===== src/hdl/srstc_pkg.sv =====
// Shared constants, register map and types of the system reset controller.
// Assumes a single 25 MHz clock and a 32-bit AXI4-Lite register bus.
package srstc_pkg;

  localparam int ADDR_W = 8;
  localparam int DATA_W = 32;
  localparam int IDX_LSB = 2;
  localparam int IDX_W = 3;

  // Printed register indexes; the byte address is four times the index.
  localparam logic [IDX_W-1:0] IDX_CAUSE  = 3'h0;
  localparam logic [IDX_W-1:0] IDX_SOFT_RST = 3'h1;
  localparam logic [IDX_W-1:0] IDX_UNLOCK = 3'h2;
  localparam logic [IDX_W-1:0] IDX_STATUS = 3'h3;

  localparam int FLAGS_W = 6;
  localparam int FLAG_POR = 0;
  localparam int FLAG_BOD = 1;
  localparam int FLAG_PIN = 2;
  localparam int FLAG_WDT = 3;
  localparam int FLAG_SW = 4;
  localparam int FLAG_DBG = 5;
  localparam logic [FLAGS_W-1:0] FLAGS_POR_ONLY = 6'h01;
  localparam logic [FLAGS_W-1:0] FLAGS_NONE = 6'h00;

  localparam int SYNC_W = 5;
  localparam int SYN_POR = 0;
  localparam int SYN_BOD = 1;
  localparam int SYN_PIN_N = 2;
  localparam int SYN_WDT = 3;
  localparam int SYN_DBG = 4;

  localparam int SOFT_TRIGGER_BIT = 0;
  localparam int STRB_LOW = 0;
  localparam int KEY_W = 8;
  // Unlock key value is arbitrary.
  localparam logic [KEY_W-1:0] UNLOCK_KEY = 8'hA5;
  localparam int WIN_W = 3;
  localparam logic [WIN_W-1:0] UNLOCK_WINDOW = 3'h4;
  localparam logic [WIN_W-1:0] WIN_CLOSED = 3'h0;

  localparam int SUT_W = 3;
  localparam logic [SUT_W-1:0] FUSE_SUT_RST = 3'h0;
  localparam logic FUSE_CRC_RST = 1'b0;
  localparam logic FUSE_PIN_EN_RST = 1'b1;

  localparam int CLK_PERIOD_NS = 40;
  localparam int INIT_TIME_NS = 200;
  localparam int INIT_CYCLES = (INIT_TIME_NS + CLK_PERIOD_NS - 1) / CLK_PERIOD_NS;
  localparam int SUT_UNIT_NS = 1000;
  localparam int SUT_UNIT_CYCLES = SUT_UNIT_NS / CLK_PERIOD_NS;
  localparam int TIMER_W = 12;

  localparam logic [1:0] RESP_OKAY = 2'h0;
  localparam logic [1:0] RESP_SLVERR = 2'h2;

  typedef enum logic [2:0] {
    ST_HOLD,
    ST_FUSE,
    ST_INIT,
    ST_CRC,
    ST_RUN
  } srstc_state_t;

  // Start-up delay: zero extra for code 0, else 2**(code-1) microseconds.
  function automatic logic [TIMER_W-1:0] sut_cycles(input logic [SUT_W-1:0] startup_delay_select);
    int extra;
    extra = (startup_delay_select == FUSE_SUT_RST) ? 0 : ((1 << (startup_delay_select - 1)) * SUT_UNIT_CYCLES);
    sut_cycles = TIMER_W'(extra + INIT_CYCLES);
  endfunction

endpackage


===== src/hdl/srstc_sync.sv =====
// Two-flop synchroniser for the asynchronous reset request inputs.
// Assumes inputs may change at any time relative to clk.
`timescale 1ns/1ps
module srstc_sync
  import srstc_pkg::*;
(
  input  wire logic              clk,
  input  wire logic              reset_n,
  input  wire logic [SYNC_W-1:0] async_in,
  input  wire logic [SYNC_W-1:0] reset_value,
  output logic      [SYNC_W-1:0] sync_out
);

  logic [SYNC_W-1:0] stage1;

  // The first stage feeds only the second stage.
  always_ff @(posedge clk) begin
    if (!reset_n) begin
      stage1   <= {SYNC_W{1'b0}};
      sync_out <= {SYNC_W{1'b0}};
    end else begin
      stage1   <= async_in;
      sync_out <= stage1;
    end
  end

  logic unused_rv;
  assign unused_rv = ^reset_value;

endmodule


===== src/hdl/srstc_timer.sv =====
// Down-counter timing the internal initialisation after reset release.
// Assumes load is a single-cycle strobe from the sequencer.
`timescale 1ns/1ps
module srstc_timer
  import srstc_pkg::*;
(
  input  wire logic               clk,
  input  wire logic               reset_n,
  input  wire logic               load,
  input  wire logic [TIMER_W-1:0] load_value,
  output logic                    expired
);

  logic [TIMER_W-1:0] count;

  always_ff @(posedge clk) begin
    if (!reset_n) begin
      count <= {TIMER_W{1'b0}};
    end else if (load) begin
      count <= load_value;
    end else if (count != {TIMER_W{1'b0}}) begin
      count <= count - TIMER_W'(1);
    end
  end

  assign expired = (count == {TIMER_W{1'b0}}) && !load;

endmodule


===== src/hdl/srstc_top.sv =====
// System reset controller: merges reset requests, sequences release, logs cause.
// Assumes request inputs are asynchronous and the fuse loader and CRC scanner
// share clk. The AXI4-Lite slave keeps running while the system is held in reset.
`timescale 1ns/1ps
module srstc_top
  import srstc_pkg::*;
(
  input  wire logic              clk,
  input  wire logic              reset_n,
  input  wire logic              por_req,
  input  wire logic              bod_req,
  input  wire logic              pin_reset_n,
  input  wire logic              wdt_req,
  input  wire logic              dbg_req,
  output logic                   fuse_load_req,
  input  wire logic              fuse_load_done,
  input  wire logic [SUT_W-1:0]  fuse_sut,
  input  wire logic              fuse_crc_at_boot,
  input  wire logic              fuse_reset_pin_en,
  output logic                   crc_scan_start,
  input  wire logic              crc_scan_done,
  output logic                   sys_reset_n,
  output logic                   rst_volatile_n,
  output logic                   rst_tcd_override_n,
  output logic                   rst_bod_cfg_n,
  output logic                   rst_debug_n,
  output logic                   tcd_override_avail,
  input  wire logic [ADDR_W-1:0] s_axi_awaddr,
  input  wire logic              s_axi_awvalid,
  output logic                   s_axi_awready,
  input  wire logic [DATA_W-1:0] s_axi_wdata,
  input  wire logic [3:0]        s_axi_wstrb,
  input  wire logic              s_axi_wvalid,
  output logic                   s_axi_wready,
  output logic [1:0]             s_axi_bresp,
  output logic                   s_axi_bvalid,
  input  wire logic              s_axi_bready,
  input  wire logic [ADDR_W-1:0] s_axi_araddr,
  input  wire logic              s_axi_arvalid,
  output logic                   s_axi_arready,
  output logic [DATA_W-1:0]      s_axi_rdata,
  output logic [1:0]             s_axi_rresp,
  output logic                   s_axi_rvalid,
  input  wire logic              s_axi_rready
);

  srstc_state_t        state;
  srstc_state_t        next_state;
  logic [SYNC_W-1:0]   req_sync;
  logic [FLAGS_W-1:0]  cause_flags;
  logic [FLAGS_W-1:0]  next_cause_flags;
  logic [FLAGS_W-1:0]  set_vec;
  logic [FLAGS_W-1:0]  clear_vec;
  logic                por_lock;
  logic                por_cause;
  logic                bod_cause;
  logic                sw_pulse;
  logic                req_any;
  logic [SUT_W-1:0]    fuse_sut_q;
  logic                fuse_crc_q;
  logic                fuse_pin_en_q;
  logic                timer_load;
  logic                timer_expired;
  logic [WIN_W-1:0]    unlock_left;
  logic                aw_held;
  logic                w_held;
  logic [ADDR_W-1:0]   aw_addr;
  logic [DATA_W-1:0]   w_data;
  logic                w_low_lane;
  logic                do_write;
  logic                rd_take;
  logic [IDX_W-1:0]    wr_idx;
  logic                soft_rst_write;
  logic                key_write;

  function automatic logic [IDX_W-1:0] reg_index(input logic [ADDR_W-1:0] addr);
    reg_index = addr[IDX_LSB +: IDX_W];
  endfunction

  function automatic logic index_mapped(input logic [ADDR_W-1:0] addr);
    index_mapped = (reg_index(addr) <= IDX_STATUS) && (addr[IDX_LSB-1:0] == 2'h0);
  endfunction

  // free-running logic
  // Nothing here is gated by sleep; the block runs on clk in every mode.
  srstc_sync u_sync (
    .clk         (clk),
    .reset_n     (reset_n),
    .async_in    ({dbg_req, wdt_req, pin_reset_n, bod_req, por_req}),
    .reset_value ({SYNC_W{1'b0}}),
    .sync_out    (req_sync)
  );

  always_comb begin
    set_vec            = FLAGS_NONE;
    set_vec[FLAG_POR]  = req_sync[SYN_POR];
    set_vec[FLAG_BOD]  = req_sync[SYN_BOD];
    set_vec[FLAG_PIN]  = !req_sync[SYN_PIN_N] && fuse_pin_en_q;
    set_vec[FLAG_WDT]  = req_sync[SYN_WDT];
    set_vec[FLAG_SW]   = sw_pulse;
    set_vec[FLAG_DBG]  = req_sync[SYN_DBG];
    req_any            = |set_vec;
  end

  srstc_timer u_timer (
    .clk        (clk),
    .reset_n    (reset_n),
    .load       (timer_load),
    .load_value (sut_cycles(fuse_sut)),
    .expired    (timer_expired)
  );

  always_comb begin
    next_state = state;
    timer_load = 1'b0;
    if (req_any) begin
      next_state = ST_HOLD;
    end else begin
      unique case (state)
        ST_HOLD: next_state = ST_FUSE;
        ST_FUSE: begin
          if (fuse_load_done) begin
            next_state = ST_INIT;
            timer_load = 1'b1;
          end
        end
        ST_INIT: begin
          if (timer_expired) begin
            next_state = fuse_crc_q ? ST_CRC : ST_RUN;
          end
        end
        ST_CRC: begin
          if (crc_scan_done) begin
            next_state = ST_RUN;
          end
        end
        ST_RUN: next_state = ST_RUN;
      endcase
    end
  end

  always_ff @(posedge clk) begin
    if (!reset_n) begin
      state <= ST_HOLD;
    end else begin
      state <= next_state;
    end
  end

  // fuse reload
  // Fuse copies are refreshed on every pass through the sequence.
  always_ff @(posedge clk) begin
    if (!reset_n) begin
      fuse_sut_q    <= FUSE_SUT_RST;
      fuse_crc_q    <= FUSE_CRC_RST;
      fuse_pin_en_q <= FUSE_PIN_EN_RST;
    end else if (state == ST_FUSE && fuse_load_done) begin
      fuse_sut_q    <= fuse_sut;
      fuse_crc_q    <= fuse_crc_at_boot;
      fuse_pin_en_q <= fuse_reset_pin_en;
    end
  end

  // Kind of the running reset, kept until the system is released.
  always_ff @(posedge clk) begin
    if (!reset_n) begin
      por_cause <= 1'b1;
      bod_cause <= 1'b0;
    end else if (req_sync[SYN_POR] || req_sync[SYN_BOD]) begin
      por_cause <= por_cause || req_sync[SYN_POR];
      bod_cause <= bod_cause || req_sync[SYN_BOD];
    end else if (state == ST_RUN) begin
      por_cause <= 1'b0;
      bod_cause <= 1'b0;
    end
  end

  // domain selection
  // Reset outputs follow the sequencer one cycle later, so release is glitch free.
  always_ff @(posedge clk) begin
    if (!reset_n) begin
      sys_reset_n        <= 1'b0;
      rst_volatile_n     <= 1'b0;
      rst_tcd_override_n <= 1'b0;
      rst_bod_cfg_n      <= 1'b0;
      rst_debug_n        <= 1'b0;
      tcd_override_avail <= 1'b0;
      fuse_load_req      <= 1'b0;
      crc_scan_start     <= 1'b0;
    end else begin
      sys_reset_n        <= (state == ST_RUN) && !req_any;
      rst_volatile_n     <= (state == ST_RUN) && !req_any;
      rst_tcd_override_n <= !(por_cause && state != ST_RUN);
      rst_bod_cfg_n      <= !(por_cause && state != ST_RUN);
      rst_debug_n        <= !((por_cause || bod_cause) && state != ST_RUN);
      tcd_override_avail <= !(por_cause && state != ST_RUN);
      fuse_load_req      <= (next_state == ST_FUSE);
      crc_scan_start     <= (next_state == ST_CRC);
    end
  end

  always_ff @(posedge clk) begin
    if (!reset_n) begin
      por_lock <= 1'b1;
    end else if (req_sync[SYN_POR]) begin
      por_lock <= 1'b1;
    end else if (state == ST_RUN) begin
      por_lock <= 1'b0;
    end
  end

  // AXI write channels are accepted independently and joined here.
  assign s_axi_awready = !aw_held;
  assign s_axi_wready  = !w_held;
  assign do_write      = aw_held && w_held && !s_axi_bvalid;
  assign wr_idx        = reg_index(aw_addr);
  assign soft_rst_write = do_write && index_mapped(aw_addr) && (wr_idx == IDX_SOFT_RST)
                         && w_low_lane;
  assign key_write     = do_write && index_mapped(aw_addr) && (wr_idx == IDX_UNLOCK)
                         && w_low_lane && (w_data[KEY_W-1:0] == UNLOCK_KEY);

  always_ff @(posedge clk) begin
    if (!reset_n) begin
      aw_held <= 1'b0;
      aw_addr <= {ADDR_W{1'b0}};
    end else if (s_axi_awvalid && s_axi_awready) begin
      aw_held <= 1'b1;
      aw_addr <= s_axi_awaddr;
    end else if (do_write) begin
      aw_held <= 1'b0;
    end
  end

  always_ff @(posedge clk) begin
    if (!reset_n) begin
      w_held     <= 1'b0;
      w_data     <= {DATA_W{1'b0}};
      w_low_lane <= 1'b0;
    end else if (s_axi_wvalid && s_axi_wready) begin
      w_held     <= 1'b1;
      w_data     <= s_axi_wdata;
      w_low_lane <= s_axi_wstrb[STRB_LOW];
    end else if (do_write) begin
      w_held <= 1'b0;
    end
  end

  always_ff @(posedge clk) begin
    if (!reset_n) begin
      s_axi_bvalid <= 1'b0;
      s_axi_bresp  <= RESP_OKAY;
    end else if (do_write) begin
      s_axi_bvalid <= 1'b1;
      s_axi_bresp  <= index_mapped(aw_addr) ? RESP_OKAY : RESP_SLVERR;
    end else if (s_axi_bready) begin
      s_axi_bvalid <= 1'b0;
    end
  end

  // unlock window
  // The window counts bus accesses, the nearest stand-in for instructions.
  assign rd_take = s_axi_arvalid && s_axi_arready;

  always_ff @(posedge clk) begin
    if (!reset_n) begin
      unlock_left <= WIN_CLOSED;
    end else if (key_write) begin
      unlock_left <= UNLOCK_WINDOW;
    end else if (soft_rst_write || state != ST_RUN) begin
      unlock_left <= WIN_CLOSED;
    end else if ((do_write || rd_take) && unlock_left != WIN_CLOSED) begin
      unlock_left <= unlock_left - WIN_W'(1);
    end
  end

  always_ff @(posedge clk) begin
    if (!reset_n) begin
      sw_pulse <= 1'b0;
    end else begin
      sw_pulse <= soft_rst_write && (unlock_left != WIN_CLOSED)
                  && w_data[SOFT_TRIGGER_BIT];
    end
  end

  always_comb begin
    clear_vec = FLAGS_NONE;
    if (do_write && index_mapped(aw_addr) && wr_idx == IDX_CAUSE && w_low_lane) begin
      clear_vec = w_data[FLAGS_W-1:0];
    end
  end

  // flag layout
  // Set wins over a clear landing in the same cycle.
  always_comb begin
    if (req_sync[SYN_POR]) begin
      next_cause_flags = FLAGS_POR_ONLY;
    end else if (por_lock) begin
      next_cause_flags = cause_flags & ~(clear_vec & FLAGS_POR_ONLY);
    end else begin
      next_cause_flags = (cause_flags & ~clear_vec) | set_vec;
    end
  end

  always_ff @(posedge clk) begin
    if (!reset_n) begin
      cause_flags <= FLAGS_POR_ONLY;
    end else begin
      cause_flags <= next_cause_flags;
    end
  end

  // AXI read: one outstanding read, answered the cycle after it is taken.
  assign s_axi_arready = !s_axi_rvalid;

  always_ff @(posedge clk) begin
    if (!reset_n) begin
      s_axi_rvalid <= 1'b0;
      s_axi_rdata  <= {DATA_W{1'b0}};
      s_axi_rresp  <= RESP_OKAY;
    end else if (rd_take) begin
      s_axi_rvalid <= 1'b1;
      s_axi_rresp  <= index_mapped(s_axi_araddr) ? RESP_OKAY : RESP_SLVERR;
      s_axi_rdata  <= {DATA_W{1'b0}};
      if (index_mapped(s_axi_araddr)) begin
        unique case (reg_index(s_axi_araddr))
          IDX_CAUSE:  s_axi_rdata <= DATA_W'(cause_flags);
          IDX_SOFT_RST: s_axi_rdata <= {DATA_W{1'b0}};
          IDX_UNLOCK: s_axi_rdata <= DATA_W'(unlock_left != WIN_CLOSED);
          IDX_STATUS: s_axi_rdata <= DATA_W'({fuse_pin_en_q, fuse_crc_q, fuse_sut_q,
                                               unlock_left != WIN_CLOSED, state});
          default:    s_axi_rdata <= {DATA_W{1'b0}};
        endcase
      end
    end else if (s_axi_rready) begin
      s_axi_rvalid <= 1'b0;
    end
  end

  logic unused_bits;
  assign unused_bits = ^{s_axi_wstrb[3:1], w_data[DATA_W-1:KEY_W]};

endmodule


===== config.mk =====
export PLATFORM = sky130hd
export DESIGN_NAME = srstc_top
export DESIGN_NICKNAME = d
export VERILOG_FILES = /design/src/hdl/srstc_pkg.sv /design/src/hdl/srstc_sync.sv /design/src/hdl/srstc_timer.sv /design/src/hdl/srstc_top.sv
export SDC_FILE = /design/constraint.sdc
export NUM_CORES = 1
export LEC_CHECK = 0
export BUFFER_PORTS_ARGS = -buffer_cell sky130_fd_sc_hd__buf_4
export CORE_AREA = 2 2 98 100
export CTS_BUF_LIST = sky130_fd_sc_hd__clkbuf_4
export DETAILED_ROUTE_END_ITERATION = 8
export DIE_AREA = 0 0 100 102
export GPL_TIMING_DRIVEN = 0
export PLACE_DENSITY = 0.87
export SLEW_MARGIN = 40
export SYNTH_ARGS = -nofsm -noshare
export SYNTH_HDL_FRONTEND = slang
export SYNTH_SLANG_ARGS = --single-unit

===== constraint.sdc =====
create_clock -name clk -period 4.1 [get_ports clk]
set_input_delay 0.41 -clock clk [delete_from_list [all_inputs] [get_ports clk]]
set_output_delay 0.41 -clock clk [all_outputs]
set_load 0.05 [all_outputs]

After elaboration in Yosys (flattened, before gate mapping)
Index checks and enable logic that the tools add are counted.
{"block": "totals", "ff_bits": 102, "inputBits": 71, "out_inout_bits": 49, "wordCells": 144}
{"block": "op_classes", "add_sub_neg": 4, "n_mul": 1, "n_lt_le_gt_ge": 2, "n_eq_ne": 12, "shifts": 1, "mux": 31, "n_bitwise": 6, "reduce_logical": 58}
{"cell": "12-bit 2-to-1 mux", "count": 3}
{"cell": "32-bit by 6-bit multiplier with 12-bit output (second input constant)", "count": 1}
{"cell": "1-bit by 32-bit << shifter with 32-bit output (first input constant)", "count": 1}
{"cell": "9-bit one-hot mux with 3 select lines", "count": 1}
{"cell": "1-bit logical AND", "count": 24}
{"cell": "3-bit 2-to-1 mux", "count": 8}
{"cell": "3-bit by 2-bit == test with 1-bit output (second input constant)", "count": 6}
{"cell": "3-bit one-hot mux with 5 select lines", "count": 1}
{"cell": "1-bit 2-to-1 mux", "count": 13}
{"cell": "12-bit by 4-bit adder with 12-bit output (second input constant)", "count": 1}
{"cell": "6-bit AND", "count": 2}
{"cell": "12-bit logical NOT", "count": 1}
{"cell": "3-bit logical NOT", "count": 4}
{"cell": "6-bit 2-to-1 mux", "count": 2}
{"cell": "12-bit nonzero test", "count": 1}
{"cell": "2-bit nonzero test", "count": 6}
{"cell": "12-bit by 1-bit subtractor with 12-bit output (second input constant)", "count": 1}
{"cell": "3-bit by 1-bit == test with 1-bit output (second input constant)", "count": 3}
{"cell": "1-bit logical NOT", "count": 9}
{"cell": "9-bit 2-to-1 mux", "count": 1}
{"cell": "8-bit == test (second input constant)", "count": 1}
{"cell": "3-bit by 2-bit less-or-equal comparator with 1-bit output (second input constant)", "count": 2}
{"cell": "1-bit logical OR", "count": 6}
{"cell": "1-bit NOT with 6-bit output", "count": 1}
{"cell": "13 further kinds", "count": 16}

Depth between registers and ports, before layout
{"block": "logic_depth", "word_depth": 10, "ltp_mapped": 20, "mapped_depth_nobuf": 20}

Hierarchy
A second synthesis with hierarchy kept.
{"block": "hier_totals", "cells_unflattened": 518, "area_unflattened_um2": 4441.8}
{"mod": "srstc_top", "instances": 1, "cells_each": 421, "area_per_inst_um2": 3518.4}
{"mod": "srstc_timer", "instances": 1, "cells_each": 77, "area_per_inst_um2": 660.6}
{"mod": "srstc_sync", "instances": 1, "cells_each": 20, "area_per_inst_um2": 262.8}

Worst setup path before layout
OpenSTA, ideal clock, no wires.
{"block": "synth_path", "path_type": "input-to-reg", "from": "in fuse_sut[0]", "to": "reg u_timer.count[11]", "t_arrival_ps": 4313, "required_time_ps": 4014, "setup_slack_ps": -298, "cell_stages": 17, "n_path_buf": 0, "path_cell_list": "inv_1 ha_1 or2_2 or2_2 a211oi_1 ha_1 fa_1 ha_1 inv_1 fa_1 xnor2_1 nand3_1 nor3_1 nand2_1 nor4_1 xnor2_1 a211oi_1"}
{"block": "synth_between", "elab_chain_cells": 6, "elab_cells_between_ends": 7}
{"element": "start, declared", "line_no": "srstc_top.sv:17", "source": "input wire logic [SUT_W-1:0] fuse_sut,"}
{"element": "3-bit by 1-bit subtractor with 4-bit output", "line_no": "srstc_pkg.sv:68", "source": "extra = (startup_delay_select == FUSE_SUT_RST) ? 0 : ((1 << (startup_delay_select - 1)) * SUT_UNIT_CYCLES);"}
{"element": "1-bit by 32-bit << shifter with 32-bit output", "line_no": "srstc_pkg.sv:68"}
{"element": "32-bit by 6-bit multiplier with 12-bit output", "line_no": "srstc_pkg.sv:68"}
{"element": "12-bit 2-to-1 mux (*)", "line_no": "srstc_pkg.sv:68"}
{"element": "12-bit by 4-bit adder with 12-bit output (*)", "line_no": "srstc_pkg.sv:69", "source": "sut_cycles = TIMER_W'(extra + INIT_CYCLES);"}
{"element": "12-bit 2-to-1 mux (*)", "line_no": "srstc_timer.sv:19", "source": "end else if (load) begin"}
{"element": "end signal, assigned", "line_no": "srstc_timer.sv:18", "source": "count <= {TIMER_W{1'b0}};"}
{"element": "end signal, assigned", "line_no": "srstc_timer.sv:20", "source": "count <= load_value;"}
{"element": "end signal, assigned", "line_no": "srstc_timer.sv:22", "source": "count <= count - TIMER_W'(1);"}
{"element": "end, declared", "line_no": "srstc_timer.sv:14", "source": "logic [TIMER_W-1:0] count;"}
Mark *: on every way between the ends. The rest lies on a longest branch, timed or not.
A chain may end at the register's enable or synchronous reset.

Final worst setup path
{"block": "layout_path", "from": "in fuse_sut[0]", "to": "reg u_timer.count[10]"}
Same word-level chain as after synthesis.

==> out/metrics.csv <==
stage,metric,value,unit
run_status,status,"complete, no violations",
critical_path,Crit Path Category,in -> reg,
critical_path,worst path arrival time,4.37,ns
yosys,Synth Instances,517,
hold_path,Hold Path Sink,u_sync.stage1[3],
critical_path,FF-to-FF Start,u_timer.count[5],
critical_path,worst path cell trace,"buf_12, inv_6, ha_4, or2_4, o21ai_4, and2_1, ha_1, inv_1, fa_1, inv_1, ha_1, ha_1, inv_1, fa_2, nor2b_4, nand3_2, nor3_4, nand2_2, buf_4, nor2_1, xnor2_1, a211oi_2",
sta,clk_skew,0.01228,ns
critical_path,element type at the critical path end,register,
cells_and_area,multi-input logic area,0.002799,mm2
place,HPWL Detailed,7.378,mm
global_route,global-route wire length before repair,16.10,mm
yosys,Synth Cell Area,0.004474,mm2
pwr,part of the power in registers,42.0,%
route,# DRC,0,
critical_path,Worst Setup Start Kind,input pin,
cts,Post-CTS Hold Buffers,0,
route,Vias,3839,
floorplanning,initial core utilization,49.12,%
yosys,yosys warns,0,
cells_and_area,fin nets,735,
pwr,Clock power frac,22.5,%
sta,Worst-Margin Slew,0.6223,ns
cells_and_area,ant diodes,0,
cells_and_area,Fillers,749,
sta,"Period Utilization, post-route",99.31,%
yosys,"FF+latch count, synth",77,
pwr,Sw Ratio,35.73,%
cts,H-tree Lvls,3,
floorplanning,die area,0.01020,mm2
place,PortBufs,61,
yosys,most instantiated library cell after synthesis,dfxtp_1,
cts,CTS tree,built,
pwr,Psw,0.7481,mW
yosys,"area leader, netlist",dfxtp_1,
yosys,Area contributors post-synth,"dfxtp_1 (34%), ha_1 (8.7%), buf_4 (4.9%)",
pwr,pwr dens,375.2,mW/mm2
cells_and_area,layout cells sized above 1,24.88,%
global_route,number of global-route vias before repair,3525,
floorplanning,I/O Pins,120,
hold_path,worst hold path type,in -> reg,
critical_path,Crit Reg-Reg Endpoint,state[1],
yosys,sequential cell area fraction in the yosys report,34.45,%
critical_path,cell family with most CP delay,adder cells,
critical_path,flop2flop setup slack,1.79,ns
pwr,P_int,1.346,mW
sta,max-slew violation count,0,
critical_path,WP data required,4.40,ns
critical_path,R2R depth,7,
cts,CTS buffer count,9,
floorplanning,Die X,100,um
sta,Final Hold Fails,0,
sta,RSZ-0062 raised after global routing,yes,
place,placed cells,715,
global_route,GRT Residual Overflow,0,
sta,Slew headroom,58.13,%
hold_path,Hold Path Stages,2,
cts,Clock Path Buffers,2,
route,DRT Wirelength,10.25,mm
route,routed length per instance,13.82,um
cells_and_area,area grow syn2layout,24.72,%
pwr,Final Power,2.094,mW
hold_path,HP Start,wdt_req,
pwr,Peak VDD IR,0.2057,mV
sta,setup tns final,0,ns
critical_path,slowest cell on the critical path,fa_1,
global_route,antenna violations before repair,0,
floorplanning,standard-cell rows,35,
sta,Final Setup Violations,0,
route,ANT nets after route,0,
cts,worst-skew pair later-pin latency,0.42,ns
yosys,asr flop ratio synth,0,%
yosys,Synth Flop Type,dfxtp_1,
route,DR pass1 iterations,5,
route,Initial DRC Count,188,
route,DR vias/cell,5.174,
cts,CTS root buffer,clkbuf_4,
global_route,largest net degree at the start of global routing,15,
cells_and_area,sequential cell area,0.001541,mm2
sta,Period minus WS final,4.072,ns
cts,clock sink total,77,
cts,clock-pin slew on the worst setup and hold paths,0.13,ns
yosys,number of synthesized flops with an enable pin,0,
run,number of max-cap violations,0,
pwr,cell leakage power,2.429,nW
yosys,most frequent cells after synthesis,"dfxtp_1 (77), nand2_1 (51), nor2_1 (45), ha_1 (31), buf_4 (29)",
sta,fmax,245.6,MHz
critical_path,Buffers & Inverters on Critical Path,6,
critical_path,"Max FO, Critical Path",6,
global_route,total track usage,19.37,%
floorplanning,core area,0.009109,mm2
place,gpl congestion,0.8678,
critical_path,crit-path max cell delay,0.47,ns
yosys,Yosys top cell area share,34.45,%
pwr,logic gate share of total power,35.5,%
cells_and_area,fin cells,742,
yosys,Synth Area per Inst,8.654,um2
yosys,post-synth cell types,59,
critical_path,crit path from,fuse_sut[0],
floorplanning,die extent in y,102,um
state kept, by name (all words and copies together) (netlist names), 5 cells and up:
register         cells
u_timer.count       12
u_sync.sync_out      5
s_axi_rdata          9
aw_addr              5
w_data               8
cause_flags          6
u_sync.stage1        5
worst reg2reg max path: stages (launching register included):
cell	delay (ns)
dfxtp_1	0.37
or4_4	0.56
or3_4	0.36
nor3_4	0.25
nand2b_4	0.11
o21ai_0	0.23
a21boi_1	0.16
and2_1	0.18
metal layers:
metal	wire, um	global-route usage, %	vias up	part of all wire, %
li1	-	-	1908	-
met1	4568	25.61	1778	45
met2	4955	32.80	137	48
met3	535	3.557	16	5.2
met4	195	5.269	0	1.9
met5	0	0	-	0
kinds of logic after synthesis:
family          count (synthesis)  share of synthesized area [%]
buf+inv                        71                          8.473
other cells                     2                         0.1678
mux                            11                          2.461
simple gates                  202                          23.71
compound gates                 90                          13.84
fa+ha+maj                      38                          11.80
xor+xnor                       26                          5.090
flops                          77                          34.45
metrics by stage:
step | instance area [um2] | worst slack [ns] | hold WS, ns | utilization [%]
2_1_floorplan | 4623 | 0.005642 | 0.4119 | -
3_3_place_gp | 5220 | -0.3737 | 0.4148 | 57.31
3_5_place_dp | 5229 | -0.5136 | 0.4206 | 57.40
4_1_cts | 5400 | 0.001906 | 0.1707 | 59.29
5_1_grt | 5580 | -0.1285 | 0.1535 | 61.26
6_report | 5580 | 0.02845 | 0.1831 | 61.26
area by class of cell:
cell class	instances	share of cell area [%]
buffer	45	5.045
timing repair buffer	72	10.13
clock buffer	10	1.345
multi-input combinational	395	50.16
tap	111	2.489
clock inverter	6	1.278
sequential	77	27.62
inverter	26	1.928
placed cells by master, fill, tap and decap left out, types with 11 or more instances in the layout:
master	synthesis	final
o21ai_0	13	11
inv_1	26	23
clkbuf_1	12	12
nand2_1	51	49
ha_1	31	28
a21oi_1	16	15
dfxtp_1	77	77
nor2b_1	28	27
buf_4	29	99
and2_1	22	20
nor2_1	45	44
conb_1	2	28
mux2i_1	11	11
a21boi_0	12	12
xnor2_1	17	16
power groups by stage:
stage               Clock [mW]  Sequential [mW]  Combinational (mW)
finish                   0.471            0.879               0.744
global route             0.511            0.887               0.828
CTS                      0.477            0.877               0.709
detailed placement           0            0.894               0.700
global placement             0            0.888               0.676
floorplan                    0            0.891               0.561
worst max path at each step:
stage,endpoint,slack (ns),depth (start not counted)
finish,u_timer.count[10],0.03,22
global route,u_timer.count[11],-0.13,21
CTS,u_timer.count[10],0.002,17
detailed placement,u_timer.count[11],-0.51,21
global placement,u_timer.count[11],-0.37,18
floorplan,u_timer.count[11],0.006,17
what timing repair did:
| item | CTS | global route |
|---|---|---|
| gates resized for setup | 4 | 27 |
| buffers inserted | 1 | 10 |
| pin swaps | 4 | 16 |
| endpoints found under the setup margin | 2 | 3 |
No activity file was read; power rests on OpenSTA's default activity.
